**src/inc/psms_defines.vh**
```
// Constants and timing counts for the mouse link controller
// Operation
// - Two open-drain wires; mouse clocks transfers
// - Controller may hold clock low when idle or during a report
// - Capture data on falling link clock
// - 33-bit shift register, cross domains safely
// - Inhibit: clock low over one period
// - Data low, then release clock
// - Release rising edge samples start bit
// - Host frame is twelve bits
// - Release data after parity bit
// - Enable button sends enable command
// - Clear button resets displayed displacement
// - Four digits show X and Y bytes
// - Three LEDs show mouse buttons
`ifndef PSMS_DEFINES_VH
`define PSMS_DEFINES_VH
// System clock period in ns
`define PSMS_CLK_PERIOD_NS 10
// Inhibit hold time in ns, well over one link period
`define PSMS_INHIBIT_NS 120000
// Inhibit hold in clock cycles
`define PSMS_INHIBIT_CYCLES (`PSMS_INHIBIT_NS / `PSMS_CLK_PERIOD_NS)
// Request hold with data low before clock release, ns
`define PSMS_REQUEST_NS 20000
`define PSMS_REQUEST_CYCLES (`PSMS_REQUEST_NS / `PSMS_CLK_PERIOD_NS)
// Mouse must begin clocking within this time, ms
`define PSMS_START_MS 10
`define PSMS_START_CYCLES (`PSMS_START_MS * 1000000 / `PSMS_CLK_PERIOD_NS)
// Report and command sizes
`define PSMS_REPORT_BITS 33
`define PSMS_SECTION_BITS 11
`define PSMS_TX_BITS 12
// Enable data reporting command byte
`define PSMS_CMD_ENABLE 8'hf4
// Button debounce time in ns
`define PSMS_DEBOUNCE_NS 1000000
`define PSMS_DEBOUNCE_CYCLES (`PSMS_DEBOUNCE_NS / `PSMS_CLK_PERIOD_NS)
// Buffer size
`define PSMS_FIFO_WIDTH 33
`define PSMS_FIFO_DEPTH 8
`endif

```
**src/rtl/psms_fifo.v**
```verilog
// Parameterised valid/ready FIFO for received mouse reports
`timescale 1ns/1ps
module psms_fifo #(
  parameter WIDTH = 33,
  parameter DEPTH = 8,
  parameter AW = 3
) (
  // Clock and reset
  input wire clock_in,
  input wire rst_n_in,
  // Fill side
  input wire in_valid_in,
  output wire in_ready_out,
  input wire [WIDTH-1:0] in_data_in,
  // Drain side
  output wire out_valid_out,
  input wire out_ready_in,
  output wire [WIDTH-1:0] out_data_out
);
  reg [WIDTH-1:0] mem [0:DEPTH-1]; // Storage
  reg [AW-1:0] wr_ptr; // Write index
  reg [AW-1:0] rd_ptr; // Read index
  reg [AW:0] count; // Occupancy
  wire push; // Word accepted
  wire pop; // Word removed
  assign in_ready_out = (count != DEPTH[AW:0]);
  assign out_valid_out = (count != {(AW+1){1'b0}});
  assign out_data_out = mem[rd_ptr];
  assign push = in_valid_in & in_ready_out;
  assign pop = out_valid_out & out_ready_in;
  ////////////////////////////////////////////////////////////////////
  // Storage write, no reset needed
  always @(posedge clock_in) begin
    if (push) begin
      mem[wr_ptr] <= in_data_in;
    end
  end
  // Pointers and count
  always @(posedge clock_in or negedge rst_n_in) begin
    if (!rst_n_in) begin
      wr_ptr <= {AW{1'b0}};
      rd_ptr <= {AW{1'b0}};
      count <= {(AW+1){1'b0}};
    end else begin
      if (push) begin
        wr_ptr <= (wr_ptr == DEPTH[AW-1:0] - 1'b1) ? {AW{1'b0}} : wr_ptr + 1'b1;
      end
      if (pop) begin
        rd_ptr <= (rd_ptr == DEPTH[AW-1:0] - 1'b1) ? {AW{1'b0}} : rd_ptr + 1'b1;
      end
      if (push && !pop) begin
        count <= count + 1'b1;
      end else if (pop && !push) begin
        count <= count - 1'b1;
      end
    end
  end
endmodule // psms_fifo

```
**src/rtl/psms_mouse_ctrl.v**
```verilog
// Mouse link controller: receive reports, send enable, drive displays
`timescale 1ns/1ps
`include "psms_defines.vh"
module psms_mouse_ctrl #(
  parameter INHIBIT_CYCLES = `PSMS_INHIBIT_CYCLES,
  parameter REQUEST_CYCLES = `PSMS_REQUEST_CYCLES,
  parameter START_CYCLES = `PSMS_START_CYCLES,
  parameter DEBOUNCE_CYCLES = `PSMS_DEBOUNCE_CYCLES
) (
  // Clock and reset
  input wire clock_in,
  input wire rst_n_in,
  // Push buttons, active low
  input wire enable_reporting_button_n_in,
  input wire clear_display_button_n_in,
  // Link clock line, open drain
  input wire link_clk_in,
  output wire link_clk_out,
  output wire link_clk_oe_out,
  // Link data line, open drain
  input wire link_data_in,
  output wire link_data_out,
  output wire link_data_oe_out,
  // Displays
  output reg [3:0] x_low_digit_out,
  output reg [3:0] x_high_digit_out,
  output reg [3:0] y_low_digit_out,
  output reg [3:0] y_high_digit_out,
  // Button LEDs
  output reg left_button_led_out,
  output reg right_button_led_out,
  output reg middle_button_led_out,
  // Status
  output reg ack_error_out
);
  // States of the link engine
  localparam ST_IDLE = 3'h0;
  localparam ST_INHIBIT = 3'h1;
  localparam ST_REQUEST = 3'h2;
  localparam ST_SEND = 3'h3;
  localparam ST_ACK = 3'h4;
  localparam ST_RECV = 3'h5;
  // Odd parity over a byte
  function par_odd;
    input [7:0] b;
    begin
      par_odd = ~^b;
    end
  endfunction
  // One 11-bit section is good if start, stop and odd parity hold
  function sec_ok;
    input [10:0] s;
    begin
      sec_ok = (s[0] == 1'b0) && (s[10] == 1'b1) && (s[9] == par_odd(s[8:1]));
    end
  endfunction
  ////////////////////////////////////////////////////////////////////
  // Input synchronisers
  reg clk_s1, clk_s2, clk_s3; // Link clock sync and history
  reg dat_s1, dat_s2; // Link data sync
  reg en_s1, en_s2; // Enable button sync
  reg clr_s1, clr_s2; // Clear button sync
  always @(posedge clock_in or negedge rst_n_in) begin
    if (!rst_n_in) begin
      clk_s1 <= 1'b1;
      clk_s2 <= 1'b1;
      clk_s3 <= 1'b1;
      dat_s1 <= 1'b1;
      dat_s2 <= 1'b1;
      en_s1 <= 1'b1;
      en_s2 <= 1'b1;
      clr_s1 <= 1'b1;
      clr_s2 <= 1'b1;
    end else begin
      clk_s1 <= link_clk_in;
      clk_s2 <= clk_s1;
      clk_s3 <= clk_s2;
      dat_s1 <= link_data_in;
      dat_s2 <= dat_s1;
      en_s1 <= enable_reporting_button_n_in;
      en_s2 <= en_s1;
      clr_s1 <= clear_display_button_n_in;
      clr_s2 <= clr_s1;
    end
  end
  wire clk_fall = clk_s3 & ~clk_s2; // Falling link clock edge
  // Only falling edges matter: both directions sample or drive there
  ////////////////////////////////////////////////////////////////////
  // Button debounce: a press is a stable low for the debounce time
  reg [31:0] en_cnt; // Enable stable counter
  reg en_fired; // Press already reported
  reg en_press; // One-cycle press pulse
  always @(posedge clock_in or negedge rst_n_in) begin
    if (!rst_n_in) begin
      en_cnt <= 32'h0;
      en_fired <= 1'b0;
      en_press <= 1'b0;
    end else begin
      en_press <= 1'b0;
      if (en_s2) begin
        en_cnt <= 32'h0;
        en_fired <= 1'b0;
      end else if (en_cnt < DEBOUNCE_CYCLES) begin
        en_cnt <= en_cnt + 32'h1;
      end else if (!en_fired) begin
        en_fired <= 1'b1;
        en_press <= 1'b1;
      end
    end
  end
  ////////////////////////////////////////////////////////////////////
  // Link engine
  reg [2:0] state; // Current state
  reg [31:0] timer; // Phase timer
  reg [32:0] rx_shift;
  reg [5:0] bit_cnt; // Bits moved in frame
  reg [11:0] tx_shift; // Outgoing frame, LSB first
  reg clk_drive; // Pull clock low
  reg dat_drive; // Pull data low
  reg send_pend; // Enable command waiting
  reg rx_valid; // Report ready for FIFO
  wire fifo_ready; // FIFO has room
  always @(posedge clock_in or negedge rst_n_in) begin
    if (!rst_n_in) begin
      state <= ST_IDLE;
      timer <= 32'h0;
      rx_shift <= 33'h0;
      bit_cnt <= 6'h0;
      tx_shift <= 12'h0;
      clk_drive <= 1'b0;
      dat_drive <= 1'b0;
      send_pend <= 1'b0;
      rx_valid <= 1'b0;
      ack_error_out <= 1'b0;
    end else begin
      if (rx_valid && fifo_ready) begin
        rx_valid <= 1'b0;
      end
      if (en_press) begin
        send_pend <= 1'b1;
      end
      case (state)
        ST_IDLE: begin
          clk_drive <= 1'b0;
          dat_drive <= 1'b0;
          bit_cnt <= 6'h0;
          timer <= 32'h0;
          if (send_pend || en_press) begin
            // Abort anything and take the line
            send_pend <= 1'b0;
            clk_drive <= 1'b1;
            state <= ST_INHIBIT;
            tx_shift <= {2'b11, par_odd(`PSMS_CMD_ENABLE), `PSMS_CMD_ENABLE, 1'b0};
          end else if (clk_fall && !rx_valid) begin
            // First falling edge of a report: start bit
            rx_shift <= {dat_s2, rx_shift[32:1]};
            bit_cnt <= 6'h1;
            state <= ST_RECV;
          end
        end
        ST_RECV: begin
          if (send_pend || en_press) begin
            // Host authority: abort report to send
            send_pend <= 1'b0;
            clk_drive <= 1'b1;
            timer <= 32'h0;
            state <= ST_INHIBIT;
            tx_shift <= {2'b11, par_odd(`PSMS_CMD_ENABLE), `PSMS_CMD_ENABLE, 1'b0};
          end else if (clk_fall) begin
            rx_shift <= {dat_s2, rx_shift[32:1]};
            bit_cnt <= bit_cnt + 6'h1;
            timer <= 32'h0;
            if (bit_cnt == `PSMS_REPORT_BITS - 1) begin
              state <= ST_IDLE;
              rx_valid <= sec_ok({dat_s2, rx_shift[32:23]}) && sec_ok(rx_shift[22:12])
                && sec_ok(rx_shift[11:1]);
            end
          end else if (timer >= INHIBIT_CYCLES) begin
            // Stalled frame, drop it
            state <= ST_IDLE;
          end else begin
            timer <= timer + 32'h1;
          end
        end
        ST_INHIBIT: begin
          timer <= timer + 32'h1;
          if (timer >= INHIBIT_CYCLES) begin
            dat_drive <= 1'b1;
            timer <= 32'h0;
            state <= ST_REQUEST;
          end
        end
        ST_REQUEST: begin
          timer <= timer + 32'h1;
          if (timer >= REQUEST_CYCLES) begin
            clk_drive <= 1'b0;
            timer <= 32'h0;
            bit_cnt <= 6'h1;
            tx_shift <= {1'b1, tx_shift[11:1]};
            state <= ST_SEND;
          end
        end
        ST_SEND: begin
          timer <= timer + 32'h1;
          if (clk_fall) begin
            // Put next bit on the line after each falling edge
            timer <= 32'h0;
            bit_cnt <= bit_cnt + 6'h1;
            dat_drive <= ~tx_shift[0];
            tx_shift <= {1'b1, tx_shift[11:1]};
            if (bit_cnt == 6'ha) begin
              dat_drive <= 1'b0;
              state <= ST_ACK;
            end
          end else if (timer >= START_CYCLES) begin
            dat_drive <= 1'b0;
            ack_error_out <= 1'b1;
            state <= ST_IDLE;
          end
        end
        ST_ACK: begin
          timer <= timer + 32'h1;
          if (clk_fall) begin
            timer <= 32'h0;
            bit_cnt <= bit_cnt + 6'h1;
            if (bit_cnt == `PSMS_TX_BITS - 1) begin
              ack_error_out <= dat_s2;
              state <= ST_IDLE;
            end
          end else if (timer >= START_CYCLES) begin
            ack_error_out <= 1'b1;
            state <= ST_IDLE;
          end
        end
        default: begin
          state <= ST_IDLE;
        end
      endcase
    end
  end
  // Open-drain drive: only ever pull low
  assign link_clk_out = 1'b0;
  assign link_clk_oe_out = clk_drive;
  assign link_data_out = 1'b0;
  assign link_data_oe_out = dat_drive;
  ////////////////////////////////////////////////////////////////////
  // Report buffer
  wire rep_valid; // Buffered report present
  wire [32:0] rep_data; // Buffered report
  psms_fifo #(
    .WIDTH(`PSMS_FIFO_WIDTH),
    .DEPTH(`PSMS_FIFO_DEPTH),
    .AW(3)
  ) u_fifo (
    .clock_in(clock_in),
    .rst_n_in(rst_n_in),
    .in_valid_in(rx_valid),
    .in_ready_out(fifo_ready),
    .in_data_in(rx_shift),
    .out_valid_out(rep_valid),
    .out_ready_in(clr_s2),
    .out_data_out(rep_data)
  );
  ////////////////////////////////////////////////////////////////////
  // Displacement accumulation and indicators; drained unless clear held
  reg [7:0] x_acc; // Accumulated X
  reg [7:0] y_acc; // Accumulated Y
  always @(posedge clock_in or negedge rst_n_in) begin
    if (!rst_n_in) begin
      x_acc <= 8'h0;
      y_acc <= 8'h0;
      left_button_led_out <= 1'b0;
      right_button_led_out <= 1'b0;
      middle_button_led_out <= 1'b0;
      x_low_digit_out <= 4'h0;
      x_high_digit_out <= 4'h0;
      y_low_digit_out <= 4'h0;
      y_high_digit_out <= 4'h0;
    end else begin
      if (!clr_s2) begin
        x_acc <= 8'h0;
        y_acc <= 8'h0;
      end else if (rep_valid) begin
        x_acc <= x_acc + rep_data[19:12];
        y_acc <= y_acc + rep_data[30:23];
        left_button_led_out <= rep_data[1];
        right_button_led_out <= rep_data[2];
        middle_button_led_out <= rep_data[3];
      end
      x_low_digit_out <= x_acc[3:0];
      x_high_digit_out <= x_acc[7:4];
      y_low_digit_out <= y_acc[3:0];
      y_high_digit_out <= y_acc[7:4];
    end
  end
endmodule // psms_mouse_ctrl

```
**config.mk**
```make
export PLATFORM = sky130hd
export DESIGN_NAME = psms_mouse_ctrl
export DESIGN_NICKNAME = d
export VERILOG_FILES = /design/src/rtl/psms_fifo.v /design/src/rtl/psms_mouse_ctrl.v
export VERILOG_INCLUDE_DIRS = /design/src /design/src/inc
export SDC_FILE = /design/constraint.sdc
export NUM_CORES = 1
export LEC_CHECK = 0
export ABC_AREA = 1
export BUFFER_PORTS_ARGS = -buffer_cell sky130_fd_sc_hd__buf_2
export CAP_MARGIN = 25
export CORE_MARGIN = 2
export CORE_UTILIZATION = 62
export DETAILED_ROUTE_END_ITERATION = 16
export PLACE_DENSITY = 0.88
export SKIP_CTS_REPAIR_TIMING = 1
export SYNTH_ARGS = -nofsm -noshare
export SYNTH_HDL_FRONTEND = slang
export SYNTH_SLANG_ARGS = --single-unit
```
**constraint.sdc**
```tcl
create_clock -name clock_in -period 3.12 [get_ports clock_in]
set_input_delay 0.312 -clock clock_in [delete_from_list [all_inputs] [get_ports clock_in]]
set_output_delay 0.312 -clock clock_in [all_outputs]
set_load 0.02 [all_outputs]
```
# ---- Word level (Yosys, flattened, before mapping)
# Memories as Yosys holds them, arrays and structs flattened.
# Cells that the tools add are included.
dict set report word_totals {
  register_bits 179
  in_bits 6
  memories 1
  mem_bits_rw 264
  output_inout_bits 24
  wordCells 205
}
dict set report op_classes {
  mux 75
  eq_ne 33
  n_reduce_logical 41
  n_addsub 9
  order_cmp 4
  bitwise 8
}
# memory depth word_bits rd rd_ports_with_merged_regs wr line_no
set mem_list {}
lappend mem_list {u_fifo.mem 8 33 1 0 1 psms_fifo.v:20} ;# reg [WIDTH-1:0] mem [0:DEPTH-1];
# operator count
set op_table {}
lappend op_table {{$mux 32} 8}
lappend op_table {{$pmux 32 s5} 1}
lappend op_table {{$mux 33} 4}
lappend op_table {{$pmux 33 s2} 1}
lappend op_table {{$add 32x1->32 const B} 2}
lappend op_table {{$mux 3} 15}
lappend op_table {{$mux 12} 3}
lappend op_table {{$pmux 12 s3} 1}
lappend op_table {{$ge 32x11->1 const B} 1}
lappend op_table {{$ge 32x14->1 const B} 1}
lappend op_table {{$ge 32x20->1 const B} 1}
lappend op_table {{$lt 32x17->1 const B} 1}
lappend op_table {{$mux 8} 4}
lappend op_table {{$mux 1} 28}
lappend op_table {{$pmux 6 s4} 1}
lappend op_table {{$reduce_xnor 8->1} 3}
lappend op_table {{$ne 2x2->1 const B} 10}
lappend op_table {{$mux 6} 3}
lappend op_table {{$pmux 3 s6} 1}
lappend op_table {{$add 8x8->8} 2}
lappend op_table {{$ne 4x4->1 const B} 4}
lappend op_table {{$eq 3x3->1 const B} 4}
lappend op_table {{$eq 6x4->1 const B} 2}
lappend op_table {{$logic_and 1x1->1} 12}
lappend op_table {{28 further kinds} 57}

# ---- Longest topological paths before layout
dict set report logic_depth {
  depth_word 9
  ltp_mapped 18
}

# ---- Modules after synthesis
# Synthesis repeated with hierarchy kept, for this count alone.
dict set report hier_totals {
  hier_cells 2452
  hier_area_um2 21275.4
}
# mod n_inst cells_each area_per_inst_um2 seq_area_each_um2
set modules_own_cells {}
lappend modules_own_cells {psms_fifo 1 1228 12032.8 8177.8}
lappend modules_own_cells {psms_mouse_ctrl 1 1224 9242.6 4240.3}

# ---- Worst setup path before layout
# Ideal clock, no wire load.
dict set report synth_timing {
  kind {register to register}
  start {reg u_fifo.rd_ptr[0]}
  end {reg y_acc[5]}
  period_less_slack_ns 2.508
  path_stages_with_launch 17
  required_ns 2.994
  arrival_ns 2.382
  setup_slack_ns 0.612
  path_cell_list {dfrtp_1 inv_2 clkbuf_1 clkbuf_1 nor2_1 o22ai_1 nor2_1 a31oi_1 ha_1 a21oi_1 nand2_1 nand2_1 nand2_1 a21oi_1 nand2_1 nand2_1 o21ai_0}
}
dict set report synth_via {
  elab_chain_cells 4
}
# item line_no
set synth_lines {}
lappend synth_lines {{start: declaration} psms_fifo.v:22} ;# reg [AW-1:0] rd_ptr;
lappend synth_lines {{start signal: assignment} psms_fifo.v:42} ;# rd_ptr <= {AW{1'b0}};
lappend synth_lines {{start signal: assignment} psms_fifo.v:49} ;# rd_ptr <= (rd_ptr == DEPTH[AW-1:0] - 1'b1) ? {AW{1'b0}} : rd_ptr + 1'b1;
lappend synth_lines {{$mem_v2 8x33} n/a}
lappend synth_lines {{$add 8x8->8} psms_mouse_ctrl.v:285} ;# y_acc <= y_acc + rep_data[30:23];
lappend synth_lines {{$mux 8} psms_mouse_ctrl.v:283} ;# end else if (rep_valid) begin
lappend synth_lines {{$mux 8} psms_mouse_ctrl.v:280} ;# if (!clr_s2) begin
lappend synth_lines {{end signal: assignment} psms_mouse_ctrl.v:285}
lappend synth_lines {{end: declaration} psms_mouse_ctrl.v:267} ;# reg [7:0] y_acc;
# No other way between the ends. The select of a mux whose other input is x is not followed.
# A chain may end at the register's enable or synchronous reset.

# ---- Worst setup path after layout
# Ends and elaborated chain as after synthesis.

==> summary.md <==
| Metric | Value |
|---|---|
| Grt total ovfl | 0 |
| Leakage | 7.68 nW |
| Area leader, netlist | edfxtp_1 |
| Synthesized instance count | 1755 |
| # clock sinks | 330 |
| Yosys cell types | 45 |
| Synth top area share | 0.292 |
| Hold WC Path Type | flop to flop |
| Largest net degree at the start of global routing | 74 |
| Critical Path Fanout Max | 28 |
| GRT Total Usage | 0.274 |
| H-tree levels | 2 |
| Clk slew on worst S/H paths | ~0.06 ns |
| Initial antenna violation count | 0 |
| CP Data Arrival Time | 3.02 ns |
| Crit start category | flop |
| Mapped Area | roughly 16000 um2 |
| Fin crit share | 0.842 |
| Worst-margin pin slew | roughly 0.86 ns |
| Sequential cell area | 9030 um2 |
| Vias in the first global route | 12100 |
| Post-synthesis sequential area ratio | 0.578 |
| Clk_lat worst skew | approximately 0.53 ns |
| Global-route wire length before repair | 58.4 mm |
| Fmax | about 380 MHz |
| Placed Cells incl. Taps | about 2100 |
| Worst path required time | between 3 and 4 ns |
| Pwr per Cell Area | 685 nW/um2 |
| Clk buf depth | 3 |
| Setup TNS | 0 ns |
| IO Port Bufs | 27 |
| Number of I/O pins | 30 |
| Die ar. | between 20000 and 30000 um2 |
| GP Congestion | approximately 0.94 |
| Initial Utilization | 0.626 |
| Most frequent cells in the layout | 443 x nand2_1, 275 x nor2_1, 168 x dfrtp_1, 152 x edfxtp_1, 151 x o21ai_0 |
| Relative slew slack | 0.424 |
| # Max-Cap Violations | 0 |
| Vias after detailed routing | between 10000 and 15000 |
| Layout cell share with drive strength beyond 1 | 0.0788 |
| FILL cells | about 1800 |
| NumNets Final | approximately 1800 |
| Peak supply drop | 0.887 mV |
| Synth Area per Inst | slightly below 9 um2 |
| Finished Layout Cells | 2145 |
| Total wire length | around 35 mm |
| Via/cell ratio | ~5.7 |
| Clock skew | 0.0204 ns |
| Tmin final | approximately 2.6 ns |
| Syn. warnings | 0 |
| Die width | between 150 and 200 um |
| Status | finished, final reports clean |
| Final hold vios | 0 |
| Setup CP Type | flop to flop |
| Core area | about 25000 um2 |
| Commonest non-fill, non-tap cell in the layout | nand2_1 |
| RSZ-0062 raised after global routing | no |
| Root Driver | clkbuf_16 |
| Final ANT Viol Nets | 0 |
| DR DRC count | 0 |
| FF+latch count, synth | 330 |
| CTS tree | done |
| Top area cells in the synthesized netlist | edfxtp_1 29%, dfrtp_1 27%, nand2_1 11% |
| Cell Area, Placed | around 16000 um2 |
| Drt pass-1 iters | 6 |
| Layout area overhead | 10.8% |
| Iteration-0 DRC Markers | roughly 1200 |
| Wirelength per Cell | around 16 um |
| Area of the multi-input gates | 5770 um2 |
| CTS Buf Count | 34 |
| Post-DP HPWL | 22.4 mm |
| Slew Viols, Final | 0 |
| Final setup fails | 0 |
| Chip height | approximately 160 um |
| Rows | slightly below 60 |
| Number of inserted diodes | 0 |
| Post-route design area | approximately 17000 um2 |
| Critical Path Sink Type | flop |
Yosys cell counts, drive strengths merged:
cell type	instances
a21o	2
a21oi	28
a22o	4
a31oi	14
buf	22
clkbuf	36
clkinv	1
conb	1
dfrtp	169
dfstp	9
edfxtp	152
fa	3
ha	27
inv	157
mux2	1
nand2	447
nand3	113
nand3b	3
nand4	41
nor2	287
nor3	17
nor3b	1
nor4	1
o211ai	1
o21ai	164
o21bai	1
o221ai	5
o22ai	17
or2	3
xnor2	7
xor2	21
critical path: stages (launching register included):
cell and delay [ns]:
dfrtp_2 0.43, inv_2 0.09, buf_4 0.27, o21ai_0 0.11, o22ai_1 0.12, nor2_1 0.05
a31oi_1 0.22, ha_1 0.33, a21oi_1 0.20, nand2_1 0.12, nand2_1 0.10, nand2_1 0.05
a21oi_1 0.16, nand2_1 0.07, nand2_1 0.05, o21ai_0 0.10
area by class of cell:
type,instances,area share
multi-input combinational,1210,0.333
inverter,158,0.0344
tap,330,0.0238
timing repair buffer,56,0.0230
clock inverter,17,0.0102
sequential,330,0.521
clock buffer,44,0.0543
layer usage:
metal | global-route usage | vias to the layer above | wire (um)
li1 | - | 5869 | -
met1 | 0.355 | 5829 | 14000
met2 | 0.471 | 537 | 17300
met3 | 0.0415 | 98 | 2580
met4 | 0.103 | 0 | 1150
met5 | 0 | - | 0
stage by stage:
| step | utilization | total power [W] | setup slack, ns | hold slack, ns |
|---|---|---|---|---|
| CTS | 0.692 | 0.0119 | 0.548 | -0.177 |
| global route | 0.694 | 0.0125 | 0.272 | 0.356 |
| finish | 0.694 | 0.0119 | 0.493 | 0.354 |
| detailed placement | 0.647 | 0.00782 | 0.587 | 0.349 |
| floorplan | - | 0.00729 | 0.612 | 0.0164 |
| global placement | 0.647 | 0.00767 | 0.716 | 0.346 |
cell families after synthesis:
kind of cell,count (synthesis),synth area share
AO/OA/AOI/OAI,236,0.0820
XOR/XNOR,28,0.0157
adder cells (fa/ha/maj),30,0.0255
buffers and inverters,216,0.0554
flip-flops,330,0.578
multiplexers,1,0.000720
other,1,0.000240
AND/OR/NAND/NOR,913,0.243
state kept, by name (all words and copies together), names as in the netlist, 3 cells and up:
name              count
en_cnt               32
y_low_digit_out       4
x_acc                 8
u_fifo.count          4
u_fifo.mem          152
y_acc                 8
x_high_digit_out      4
u_fifo.wr_ptr         3
x_low_digit_out       4
rx_shift             32
state                 3
timer                32
tx_shift             12
y_high_digit_out      4
bit_cnt               6
u_fifo.rd_ptr         3
report_power, final:
group          switching, W  internal (W)  total, W
logic               0.00162      0.000658   0.00228
clock network       0.00166       0.00238   0.00404
registers          0.000485       0.00506   0.00555
total               0.00376       0.00810    0.0119
final timing paths:
check | from | end | slack [ns] | cells after the start
hold / removal | clk_s1 | clk_s2 | 0.35 | 0
setup / recovery | u_fifo.rd_ptr[0] | y_acc[5] | 0.49 | 15
hold reg to reg | clk_s1 | clk_s2 | 0.35 | 0
min in group asynchronous | rst_n_in | x_high_digit_out[3] | 0.37 | 2
max in group asynchronous | rst_n_in | clk_s3 | 1.83 | 3
setup reg to reg | u_fifo.rd_ptr[0] | y_acc[5] | 0.49 | 15
No activity file was read; power rests on OpenSTA's default activity.
